$ cat config.mk
export PLATFORM = sky130hd
export DESIGN_NAME = dif_irq_flags
export DESIGN_NICKNAME = d
export VERILOG_FILES = /design/src/common/dif_pkg.sv /design/src/rtl/dif_irq_flags.sv
export SDC_FILE = /design/constraint.sdc
export NUM_CORES = 1
export LEC_CHECK = 0
export ABC_CLOCK_PERIOD_IN_PS = 3100
export BUFFER_PORTS_ARGS = -buffer_cell sky130_fd_sc_hd__buf_2
export CORE_MARGIN = 10
export CORE_UTILIZATION = 30
export DETAILED_ROUTE_END_ITERATION = 8
export GPL_ROUTABILITY_DRIVEN = 0
export PLACE_DENSITY = 0.62
export SYNTH_ARGS = -nofsm -noshare
export SYNTH_HDL_FRONTEND = slang
export SYNTH_SLANG_ARGS = --single-unit
export TNS_END_PERCENT = 5
$ cat constraint.sdc
create_clock -name ref_clk_i -period 3.1 [get_ports ref_clk_i]
set_input_delay 0.465 -clock ref_clk_i [delete_from_list [all_inputs] [get_ports ref_clk_i]]
set_output_delay 0.465 -clock ref_clk_i [all_outputs]
set_load 0.02 [all_outputs]
$ cat src/common/dif_pkg.sv
// Constants shared by the interrupt flag front end.
`default_nettype none
package dif_pkg;
    // Flag register layout, one bit per source in priority order
    localparam int IRQ_NUM_EXT  = 4;    // External request pins
    localparam int IRQ_NUM_INT  = 7;    // Serial x2 pairs, two timers, DMA
    localparam int IRQ_WIDTH    = 11;   // Flag register bits (priorities 1..11)
    localparam int IRQ_FLAG_W   = 32;   // Software view of the flag register
    localparam int IRQ_VEC_W    = 4;    // Vector number width
    localparam logic [3:0] IRQ_VEC_NONE = 4'h0;  // Reset vector, also "none"
    localparam logic [3:0] IRQ_VEC_DMA  = 4'hb;  // DMA interrupt vector
    // Reset values
    localparam logic [10:0] FLAG_RESET   = 11'h000;
    localparam logic [10:0] ENABLE_RESET = 11'h000;
    // Pipeline window in which status register traffic sees a cleared enable
    localparam int GIE_WINDOW_CYC = 2;
    localparam logic [1:0] GIE_WINDOW_INIT = 2'h2;
    // Synchroniser depth
    localparam int SYNC_STAGES = 3;
endpackage : dif_pkg
`default_nettype wire

$ cat src/rtl/dif_irq_flags.sv
// Interrupt flag register, synchroniser, gating and acknowledge logic.
`default_nettype none
module dif_irq_flags
    import dif_pkg::*;
#(
    parameter bit EARLY_VARIANT = 1'b0      // Keep the stalled-trap enable quirk
) (
    // Clock and reset
    input  wire logic                  ref_clk_i,
    input  wire logic                  reset_i,
    // External request pins, active low, asynchronous
    input  wire logic [IRQ_NUM_EXT-1:0] ext_irq_n_i,
    // Internal one-cycle peripheral pulses, priorities 5..11
    input  wire logic [IRQ_NUM_INT-1:0] int_irq_i,
    // Software access to the flag register
    input  wire logic                  flag_wr_i,
    input  wire logic [IRQ_FLAG_W-1:0] flag_wdata_i,
    output logic      [IRQ_FLAG_W-1:0] flag_rdata_o,
    // Per-source enables for the CPU and DMA processors
    input  wire logic                  enable_wr_i,
    input  wire logic [IRQ_FLAG_W-1:0] enable_wdata_i,
    // CPU status register global enable access
    input  wire logic                  status_wr_i,
    input  wire logic                  status_gie_i,
    output logic                       cpu_global_irq_enable_o,
    // DMA side: synchronisation select and acknowledge
    input  wire logic                  dma_sync_select_i,
    input  wire logic                  dma_ack_i,
    input  wire logic [IRQ_VEC_W-1:0]  dma_ack_vec_i,
    output logic      [IRQ_WIDTH-1:0]  dma_req_o,
    // CPU take and pipeline hints
    input  wire logic                  cpu_take_i,
    input  wire logic                  trap_decode_i,
    input  wire logic                  trap_stall_false_i,
    output logic                       cpu_req_o,
    output logic      [IRQ_VEC_W-1:0]  cpu_vec_o,
    output logic                       gie_window_o,
    // Acknowledge instruction
    input  wire logic                  ack_instr_i,
    input  wire logic [23:0]           ack_addr_i,
    output logic                       irq_ack_pin_n_o,
    output logic                       dummy_rd_o,
    output logic      [23:0]           dummy_addr_o
);

    // Timing overview
    // A low pin is seen by the first synchroniser flop at the next edge,
    // walks through the second and third flops, and sets its flag at the
    // edge after that, so a pin needs four edges to show in the flags.
    // That latency is the price of a safe crossing from the pin domain;
    // a shorter chain would let a metastable level reach the flag logic.
    // Internal pulses are already in the clock domain and set their flag
    // at the very next edge.
    // The read-back, CPU request and DMA request outputs are computed from
    // the next-state values, so they show a change at the same edge that
    // makes it, while still coming straight from output flops.
    // The CPU vector is registered from the current gated flags and so
    // lags the flags by one edge.
    // An acknowledge clears a flag for one cycle only; a pin that is still
    // low sets it again at the following edge. Sources are expected to keep
    // their pulses short, or they are taken more than once.
    // A software write to the flags wins over every event in its cycle;
    // an interrupt that arrives in that cycle is lost, which is the known
    // hazard of polling the flags while sources are active.
    // The DMA enable is not reachable by software: it follows the DMA
    // synchronisation select with one register of delay.
    // The quirk of the early part, where a delayed false conditional trap
    // leaves the global enable cleared, is kept behind a parameter so that
    // software workarounds can be exercised against it.

    // Synchroniser chains, one row per external pin
    logic [SYNC_STAGES-1:0] sync_q [IRQ_NUM_EXT];
    logic [SYNC_STAGES-1:0] next_sync_q [IRQ_NUM_EXT];
    logic [IRQ_WIDTH-1:0]   flag, next_flag;           // Pending flags
    logic [IRQ_WIDTH-1:0]   source_enable_reg;         // Per-source enables
    logic [IRQ_WIDTH-1:0]   next_source_enable_reg;
    logic                   cpu_global_irq_enable, next_gie;             // Status global enable
    logic                   dma_gie, next_dma_gie;     // Hidden DMA enable
    logic [1:0]             win_cnt, next_win_cnt;     // Post-recognition window
    logic [IRQ_NUM_EXT-1:0] ext_req;                   // Synchronised active requests
    logic [IRQ_WIDTH-1:0]   cpu_gated;                 // Flags passed to the CPU
    logic [IRQ_WIDTH-1:0]   take_mask;                 // Highest enabled flag one-hot
    logic [IRQ_VEC_W-1:0]   take_vec;                  // Its vector
    logic [IRQ_WIDTH-1:0]   dma_clr;                   // DMA acknowledge decode
    logic                   take;                      // CPU recognises now
    logic                   trap_block;                // Trap decode blocks
    logic                   ack_pin_n, next_ack_pin_n;
    logic                   dummy_rd, next_dummy_rd;
    logic [23:0]            dummy_addr, next_dummy_addr;

    // Sampling and synchronising each pin; the third flop is the latch point
    genvar gi;
    generate
        for (gi = 0; gi < IRQ_NUM_EXT; gi++) begin : g_sync
            always_comb begin
                next_sync_q[gi] = {sync_q[gi][SYNC_STAGES-2:0], ~ext_irq_n_i[gi]};
            end
            always_ff @(posedge ref_clk_i or posedge reset_i) begin
                if (reset_i) begin
                    sync_q[gi] <= '0;
                end else begin
                    sync_q[gi] <= next_sync_q[gi];
                end
            end
            // Only the last stage is read, the first two just settle
            assign ext_req[gi] = sync_q[gi][SYNC_STAGES-1];
        end
    endgenerate

    // Trap decode holds interrupts off so the trap wins; this blocks only
    // the CPU take, the DMA side keeps seeing its requests meanwhile
    assign trap_block = trap_decode_i;

    // CPU view of flags: flag AND source enable AND global enable
    assign cpu_gated = flag & source_enable_reg & {IRQ_WIDTH{cpu_global_irq_enable & ~trap_block}};

    // Lowest index is highest priority; bit k maps to vector k+1
    // The loop runs from the lowest priority up so that the last match,
    // the highest priority, is the one that stays in the mask
    // Vector zero belongs to reset and doubles as the no-request value
    always_comb begin
        take_mask = '0;
        take_vec  = IRQ_VEC_NONE;
        for (int k = IRQ_WIDTH - 1; k >= 0; k--) begin
            if (cpu_gated[k]) begin
                take_mask = '0;
                take_mask[k] = 1'b1;
                take_vec  = IRQ_VEC_W'(k + 1);
            end
        end
    end

    assign take = cpu_take_i & (|cpu_gated);

    // DMA acknowledge decode of the vector into a flag bit
    always_comb begin
        dma_clr = '0;
        if (dma_ack_i && dma_ack_vec_i != IRQ_VEC_NONE && dma_ack_vec_i <= IRQ_VEC_DMA) begin
            dma_clr[dma_ack_vec_i - 4'h1] = 1'b1;
        end
    end

    // Flag next state: sources set, acks clear, a CPU write overrides all
    always_comb begin
        next_flag = flag;
        // Acknowledge clears; a still-low pin sets it back next cycle
        next_flag = next_flag & ~(take ? take_mask : '0) & ~dma_clr;
        next_flag[IRQ_NUM_EXT-1:0] = next_flag[IRQ_NUM_EXT-1:0]
                                   | (ext_req & ~(take ? take_mask[IRQ_NUM_EXT-1:0] : '0)
                                      & ~dma_clr[IRQ_NUM_EXT-1:0]);
        // Internal pulses are one cycle long, taken as they come
        next_flag[IRQ_WIDTH-1:IRQ_NUM_EXT] = next_flag[IRQ_WIDTH-1:IRQ_NUM_EXT] | int_irq_i;
        if (flag_wr_i) begin
            // Write wins over a simultaneous event, which is then lost
            next_flag = flag_wdata_i[IRQ_WIDTH-1:0];
        end
    end

    // Enables and the CPU global enable
    always_comb begin
        next_source_enable_reg = source_enable_reg;
        next_gie               = cpu_global_irq_enable;
        next_win_cnt           = (win_cnt != 2'h0) ? win_cnt - 2'h1 : 2'h0;
        if (enable_wr_i) begin
            next_source_enable_reg = enable_wdata_i[IRQ_WIDTH-1:0];
        end
        // A stalled false trap on the early part leaves the enable low
        if (EARLY_VARIANT && trap_stall_false_i) begin
            next_gie = 1'b0;
        end
        if (take) begin
            next_gie     = 1'b0;
            next_win_cnt = GIE_WINDOW_INIT;
        end
        // A status load in the window can still set it back
        if (status_wr_i) begin
            next_gie = status_gie_i;
        end
    end

    // Hidden DMA enable follows the synchronisation select only
    always_comb begin
        next_dma_gie = dma_sync_select_i;
    end

    // Acknowledge instruction: pin low and dummy read for one cycle
    always_comb begin
        next_ack_pin_n  = ~ack_instr_i;
        next_dummy_rd   = ack_instr_i;
        next_dummy_addr = ack_instr_i ? ack_addr_i : dummy_addr;
    end

    // State registers; reset clears flags, enables and status
    always_ff @(posedge ref_clk_i or posedge reset_i) begin
        if (reset_i) begin
            flag              <= FLAG_RESET;
            source_enable_reg <= ENABLE_RESET;
            cpu_global_irq_enable               <= 1'b0;
            dma_gie           <= 1'b0;
            win_cnt           <= 2'h0;
            ack_pin_n         <= 1'b1;
            dummy_rd          <= 1'b0;
            dummy_addr        <= 24'h000000;
        end else begin
            flag              <= next_flag;
            source_enable_reg <= next_source_enable_reg;
            cpu_global_irq_enable               <= next_gie;
            dma_gie           <= next_dma_gie;
            win_cnt           <= next_win_cnt;
            ack_pin_n         <= next_ack_pin_n;
            dummy_rd          <= next_dummy_rd;
            dummy_addr        <= next_dummy_addr;
        end
    end

    // Registered outputs
    logic [IRQ_FLAG_W-1:0] rdata_q;
    logic                  cpu_req_q;
    logic [IRQ_VEC_W-1:0]  cpu_vec_q;
    logic [IRQ_WIDTH-1:0]  dma_req_q;

    // Output flops so the read-back, request and vector ports come straight from a register
    always_ff @(posedge ref_clk_i or posedge reset_i) begin
        if (reset_i) begin
            rdata_q   <= '0;
            cpu_req_q <= 1'b0;
            cpu_vec_q <= IRQ_VEC_NONE;
            dma_req_q <= '0;
        end else begin
            rdata_q   <= {{(IRQ_FLAG_W-IRQ_WIDTH){1'b0}}, next_flag};
            cpu_req_q <= |(next_flag & next_source_enable_reg) & next_gie;
            cpu_vec_q <= take_vec;
            dma_req_q <= next_flag & next_source_enable_reg & {IRQ_WIDTH{next_dma_gie}};
        end
    end

    assign flag_rdata_o            = rdata_q;
    assign cpu_req_o               = cpu_req_q;
    assign cpu_vec_o               = cpu_vec_q;
    assign dma_req_o               = dma_req_q;
    assign cpu_global_irq_enable_o = cpu_global_irq_enable;
    assign gie_window_o            = (win_cnt != 2'h0);
    assign irq_ack_pin_n_o         = ack_pin_n;
    assign dummy_rd_o              = dummy_rd;
    assign dummy_addr_o            = dummy_addr;

endmodule : dif_irq_flags
`default_nettype wire

After elaboration in Yosys (flattened, before gate mapping) --
Cells that the tools add are included.
Storage, ports and cells: memory bits (read-only) 0, register bits after elaboration 79, bits in latches 0, memories 0, output and inout bits 76, bits in writable memories 0
Cells by class: order comparisons 3, shifts and indexed selects 0, div/mod/pow operators 0, equality and inequality tests 0, multiply operators 0, mux-type cells 33, $add $sub $neg 2, bitwise gates (word level) 23, reductions and logical operators 7
Operators by type and width (count):
- $mux 11 | 15
- $and 11x11->11 | 6
- $mux 4 | 12
- $not 11->11 | 2
- $reduce_or 11->1 | 2
- $and 4x4->4 | 2
- $not 4->4 | 2
- $or 7x7->7 | 1
- $not 1->1 | 6
- $lt 4x5->1 const B | 1
- $demux 1 s4 | 1
- $ge 4x1->1 const B | 1
- $le 4x4->1 const B | 1
- $mux 2 | 2
- $or 4x4->4 | 1
- $reduce_bool 4->1 | 1
- $sub 4x1->4 const B | 1
- $and 1x1->1 | 3
- $logic_and 1x1->1 | 3
- $mux 1 | 3
- $reduce_bool 2->1 | 1
- $sub 2x1->2 const B | 1

Longest topological paths before layout --
depth after elaboration 23, gate-level depth with buffers 8

Worst setup path after synthesis --
Ideal clock, no wire load.
kind input port to flip-flop, start point input port flag_wr_i, end point register cpu_req_q, in the netlist cpu_req_o, path buffers 3, cell stages on the path 8, arrival time 1.732 ns, data required time 2.962 ns, slack 1.230 ns, cell sequence buf_2 buf_2 buf_2 nor2_1 nand4_1 o21a_1 a211oi_1 a41oi_2
Between the ends: word-level cells in the longest chain between the ends 4
Ends and longest elaborated chain:
- from (decl) | RTL line dif_irq_flags.sv:16 | input wire logic flag_wr_i,
- $mux 11 | RTL line dif_irq_flags.sv:153 | if (flag_wr_i) begin
- $and 11x11->11 | RTL line dif_irq_flags.sv:231 | cpu_req_q <= |(next_flag & next_source_enable_reg) & next_gie;
- $reduce_or 11->1 | RTL line dif_irq_flags.sv:231
- $and 1x1->1 | RTL line dif_irq_flags.sv:231
- to (signal assigned) | RTL line dif_irq_flags.sv:231
- to (decl) | RTL line dif_irq_flags.sv:218 | logic cpu_req_q;
Every way passes these cells. A chain may end at the register's enable or synchronous reset.

Worst setup path after layout --
start point register cpu_global_irq_enable, in the netlist cpu_global_irq_enable_o, end point register cpu_req_q, in the netlist cpu_req_o
Between the ends: word-level cells in the longest chain between the ends 22
Ends and longest elaborated chain:
- from (decl) | RTL line dif_irq_flags.sv:77 | logic cpu_global_irq_enable, next_gie;
- from (signal assigned) | RTL line dif_irq_flags.sv:207 | cpu_global_irq_enable <= next_gie;
- $and 1x1->1 | RTL line dif_irq_flags.sv:115 | assign cpu_gated = flag & source_enable_reg & {IRQ_WIDTH{cpu_global_irq_enable & ~trap_block}};
- $and 11x11->11 | RTL line dif_irq_flags.sv:115
- $mux 11 (11 in a row) | RTL line dif_irq_flags.sv:125 | if (cpu_gated[k]) begin
- $mux 11 | RTL line dif_irq_flags.sv:147 | next_flag = next_flag & ~(take ? take_mask : '0) & ~dma_clr;
- $not 11->11 | RTL line dif_irq_flags.sv:147
- $and 11x11->11 (2 in a row) | RTL line dif_irq_flags.sv:147
- $or 7x7->7 | RTL line dif_irq_flags.sv:152 | next_flag[IRQ_WIDTH-1:IRQ_NUM_EXT] = next_flag[IRQ_WIDTH-1:IRQ_NUM_EXT] | int_irq_i;
- $mux 11 | RTL line dif_irq_flags.sv:153
- $and 11x11->11 | RTL line dif_irq_flags.sv:231
- $reduce_or 11->1 | RTL line dif_irq_flags.sv:231
- $and 1x1->1 * | RTL line dif_irq_flags.sv:231
Every way passes the cells marked *; elsewhere a longest branch is shown, timed or not.

==> key figures <==
Floorplan
  – Die X: 129.0 um
  – Core ar.: 11520 um2
  – Std-Cell Rows: 39
  – Starting Density: 30.96%
  – Die Ht: 129.0 um
  – IO Count: 191
  – Die area: 16650 um2

Outcome
  – Run status: completed

Place
  – PortBufs: 126
  – Dpl cell area: 4272 um2
  – Post-DP HPWL: 8376 um

Global routing
  – Vias in the first global route: 3173
  – First-pass GRT wire length: 16300 um
  – Total GRT Usage: 12.47%
  – Largest net degree at the start of global routing: 32
  – Total grt overflow: 0
  – Initial antenna violation count: 4

Logic synthesis
  – Number of enable flip-flop cells after synthesis: 0
  – Mean post-synth cell area: 11.47 um2
  – Top_reg_cell synth: dfrtp_1
  – #FFs+latches synth: 79
  – Sequential fraction of the synthesis area: 55.47%
  – Syn Std Cell Area: 3566 um2
  – Post-synth ARST share: 100.0%
  – Unique masters post-synth: 52
  – Post-Syn Instances: 311
  – YS warnings: 0

Layout
  – Most common cell after layout, fill and taps aside: buf_2
  – Nets: 556
  – Share of layout cells above drive strength 1: 40.90%
  – Fin area: 4563 um2
  – Max FFs per register: 24
  – Commonest non-fill, non-tap cells in the layout: buf_2 (126), dfrtp_1 (78), mux2_2 (29)
  – Synth-to-Final Area Change: 27.97%

Setup path
  – RR Startpoint: cpu_global_irq_enable_o
  – R2R cell count: 6
  – CP endpoint kind: flip-flop
  – Crit path DAT: 2.55 ns
  – CP required: 3.29 ns
  – Reg-to-reg critical path endpoint: cpu_req_o
  – R2R Setup Slk: 0.74 ns
  – Setup crit start kind: flip-flop
  – Worst-path maximum fanout: 7
  – Critical path class: flip-flop to flip-flop

Clock network
  – Cts bufs inserted: 9
  – CTS tree: done
  – Max Buffers Root-to-Sink: 2
  – Clk sinks: 79
  – Skew-Pair Late Insertion Delay: 0.33 ns
  – Hold_buf cts: 0
  – Post-CTS Resized: 0
  – Clk root buf: clkbuf_16
  – Postcts setup bufs: 0
  – Clk slew on worst S/H paths: 0.06 ns
  – H-tree levels: 3

STA
  – Worst rel slew slack: 58.14%
  – Slew Viols, Final: 0
  – RSZ-0062 raised after global routing: no
  – F_max: 0.4229 GHz
  – Final period utilization: 76.28%
  – Post-Route Setup TNS: 0 ns
  – Worst-Margin Slew: 0.6222 ns
  – Skew final: 0.004718 ns
  – Hold Violations, Final: 0
  – # setup viols final: 0
  – Final Critical Period: 2.365 ns

Routing
  – Post-route ant nets: 0
  – DR WL/cell: 17.60 um
  – DR iter-0 viols: 118
  – Vias: 2793
  – Total wire length: 10400 um
  – First-pass detailed-route iteration total: 4
  – Vias per std cell: 4.726
  – Drt drc: 0

Flow run
  – Total of max-cap violations: 0

Pwr
  – Cell Pwr Density: 578.6 nW/um2
  – Peak VDD IR: 0.0002401 V
  – Lkg Pwr: 2.241 nW

Worst hold path
  – Worst Hold Class: input pin to asynchronous set/reset pin
-- critical path, stage by stage, from the launching register on --
cell,delay (ns)
dfrtp_1,0.46
nor2b_4,0.26
and3_1,0.34
a221oi_1,0.18
nor4_1,0.60
and3_4,0.28
a41oi_2,0.10
-- where the power goes --
group	switching, mW	total [mW]	internal, mW
clock	0.396	0.997	0.600
sequential	0.0516	1.17	1.12
combinational	0.297	0.476	0.179
-- cell families (layout without fill, tap and decap cells) --
family	after synthesis	count (layout)	synth area share [%]
compound gates	52	52	10.67
buf+inv	44	158	7.017
flops	79	79	55.47
mux	35	35	10.84
other cells	1	24	0.1052
simple gates	100	100	15.90
-- routing by layer --
layer	GRT usage (%)	vias up	share of wire (%)
li1	-	1327	-
met1	14.11	1327	39
met2	20.18	127	48
met3	5.587	12	10
met4	5.217	0	2.0
met5	0	-	0
-- cells in the mapped netlist (5+ instances only) --
cell type | n | area share (%)
dfrtp_1 | 78 | 55
o21ai_0 | 12 | 1.7
nand2b_1 | 5 | 0.88
nor2_1 | 16 | 1.7
mux2i_1 | 6 | 1.7
buf_2 | 5 | 0.70
buf_4 | 21 | 4.4
nand4_1 | 6 | 1.1
inv_1 | 15 | 1.6
nand3_1 | 6 | 0.84
a21oi_1 | 6 | 0.84
nand2_1 | 22 | 2.3
mux2_2 | 29 | 9.2
a211oi_1 | 5 | 1.1
and2_1 | 9 | 1.6
nor2b_1 | 8 | 1.4
-- how the worst max path moves through the flow --
| stage | slack, ns | depth (start not counted) | startpoint | endpoint |
|---|---|---|---|---|
| floorplan | 0.61 | 1 | reset_i | cpu_global_irq_enable_o |
| global placement | 0.65 | 7 | flag_wr_i | cpu_req_o |
| detailed placement | 0.62 | 7 | flag_wr_i | cpu_req_o |
| CTS | 0.75 | 6 | cpu_global_irq_enable_o | cpu_req_o |
| global route | 0.68 | 6 | cpu_global_irq_enable_o | cpu_req_o |
| finish | 0.74 | 6 | cpu_global_irq_enable_o | cpu_req_o |
-- cell type report --
type                    count  area (um2)
clock buffers              12       266.5
fillers                  1161        6953
flip-flops and latches     79        1978
diodes                      3       7.507
clock inverters             3       17.52
inverters                  15       56.30
well taps                 143       178.9
repair buffers            128       645.6
multi-input cells         208        1413
-- stage by stage --
step / power, mW / worst slack (ns) / utilization [%] / instances / hold WS, ns
global placement: 1.654 / 0.6516 / 37.09 / 573 / 0.3344
finish: 2.640 / 0.7353 / 39.62 / 591 / 0.1271
global route: 2.771 / 0.6768 / 39.60 / 590 / 0.1544
CTS: 2.681 / 0.7524 / 39.56 / 588 / 0.1274
floorplan: 1.496 / 0.6133 / - / 331 / 0.3312
detailed placement: 1.666 / 0.6246 / 37.09 / 573 / 0.3358
Note: power is estimated with default switching activity, not from simulation.
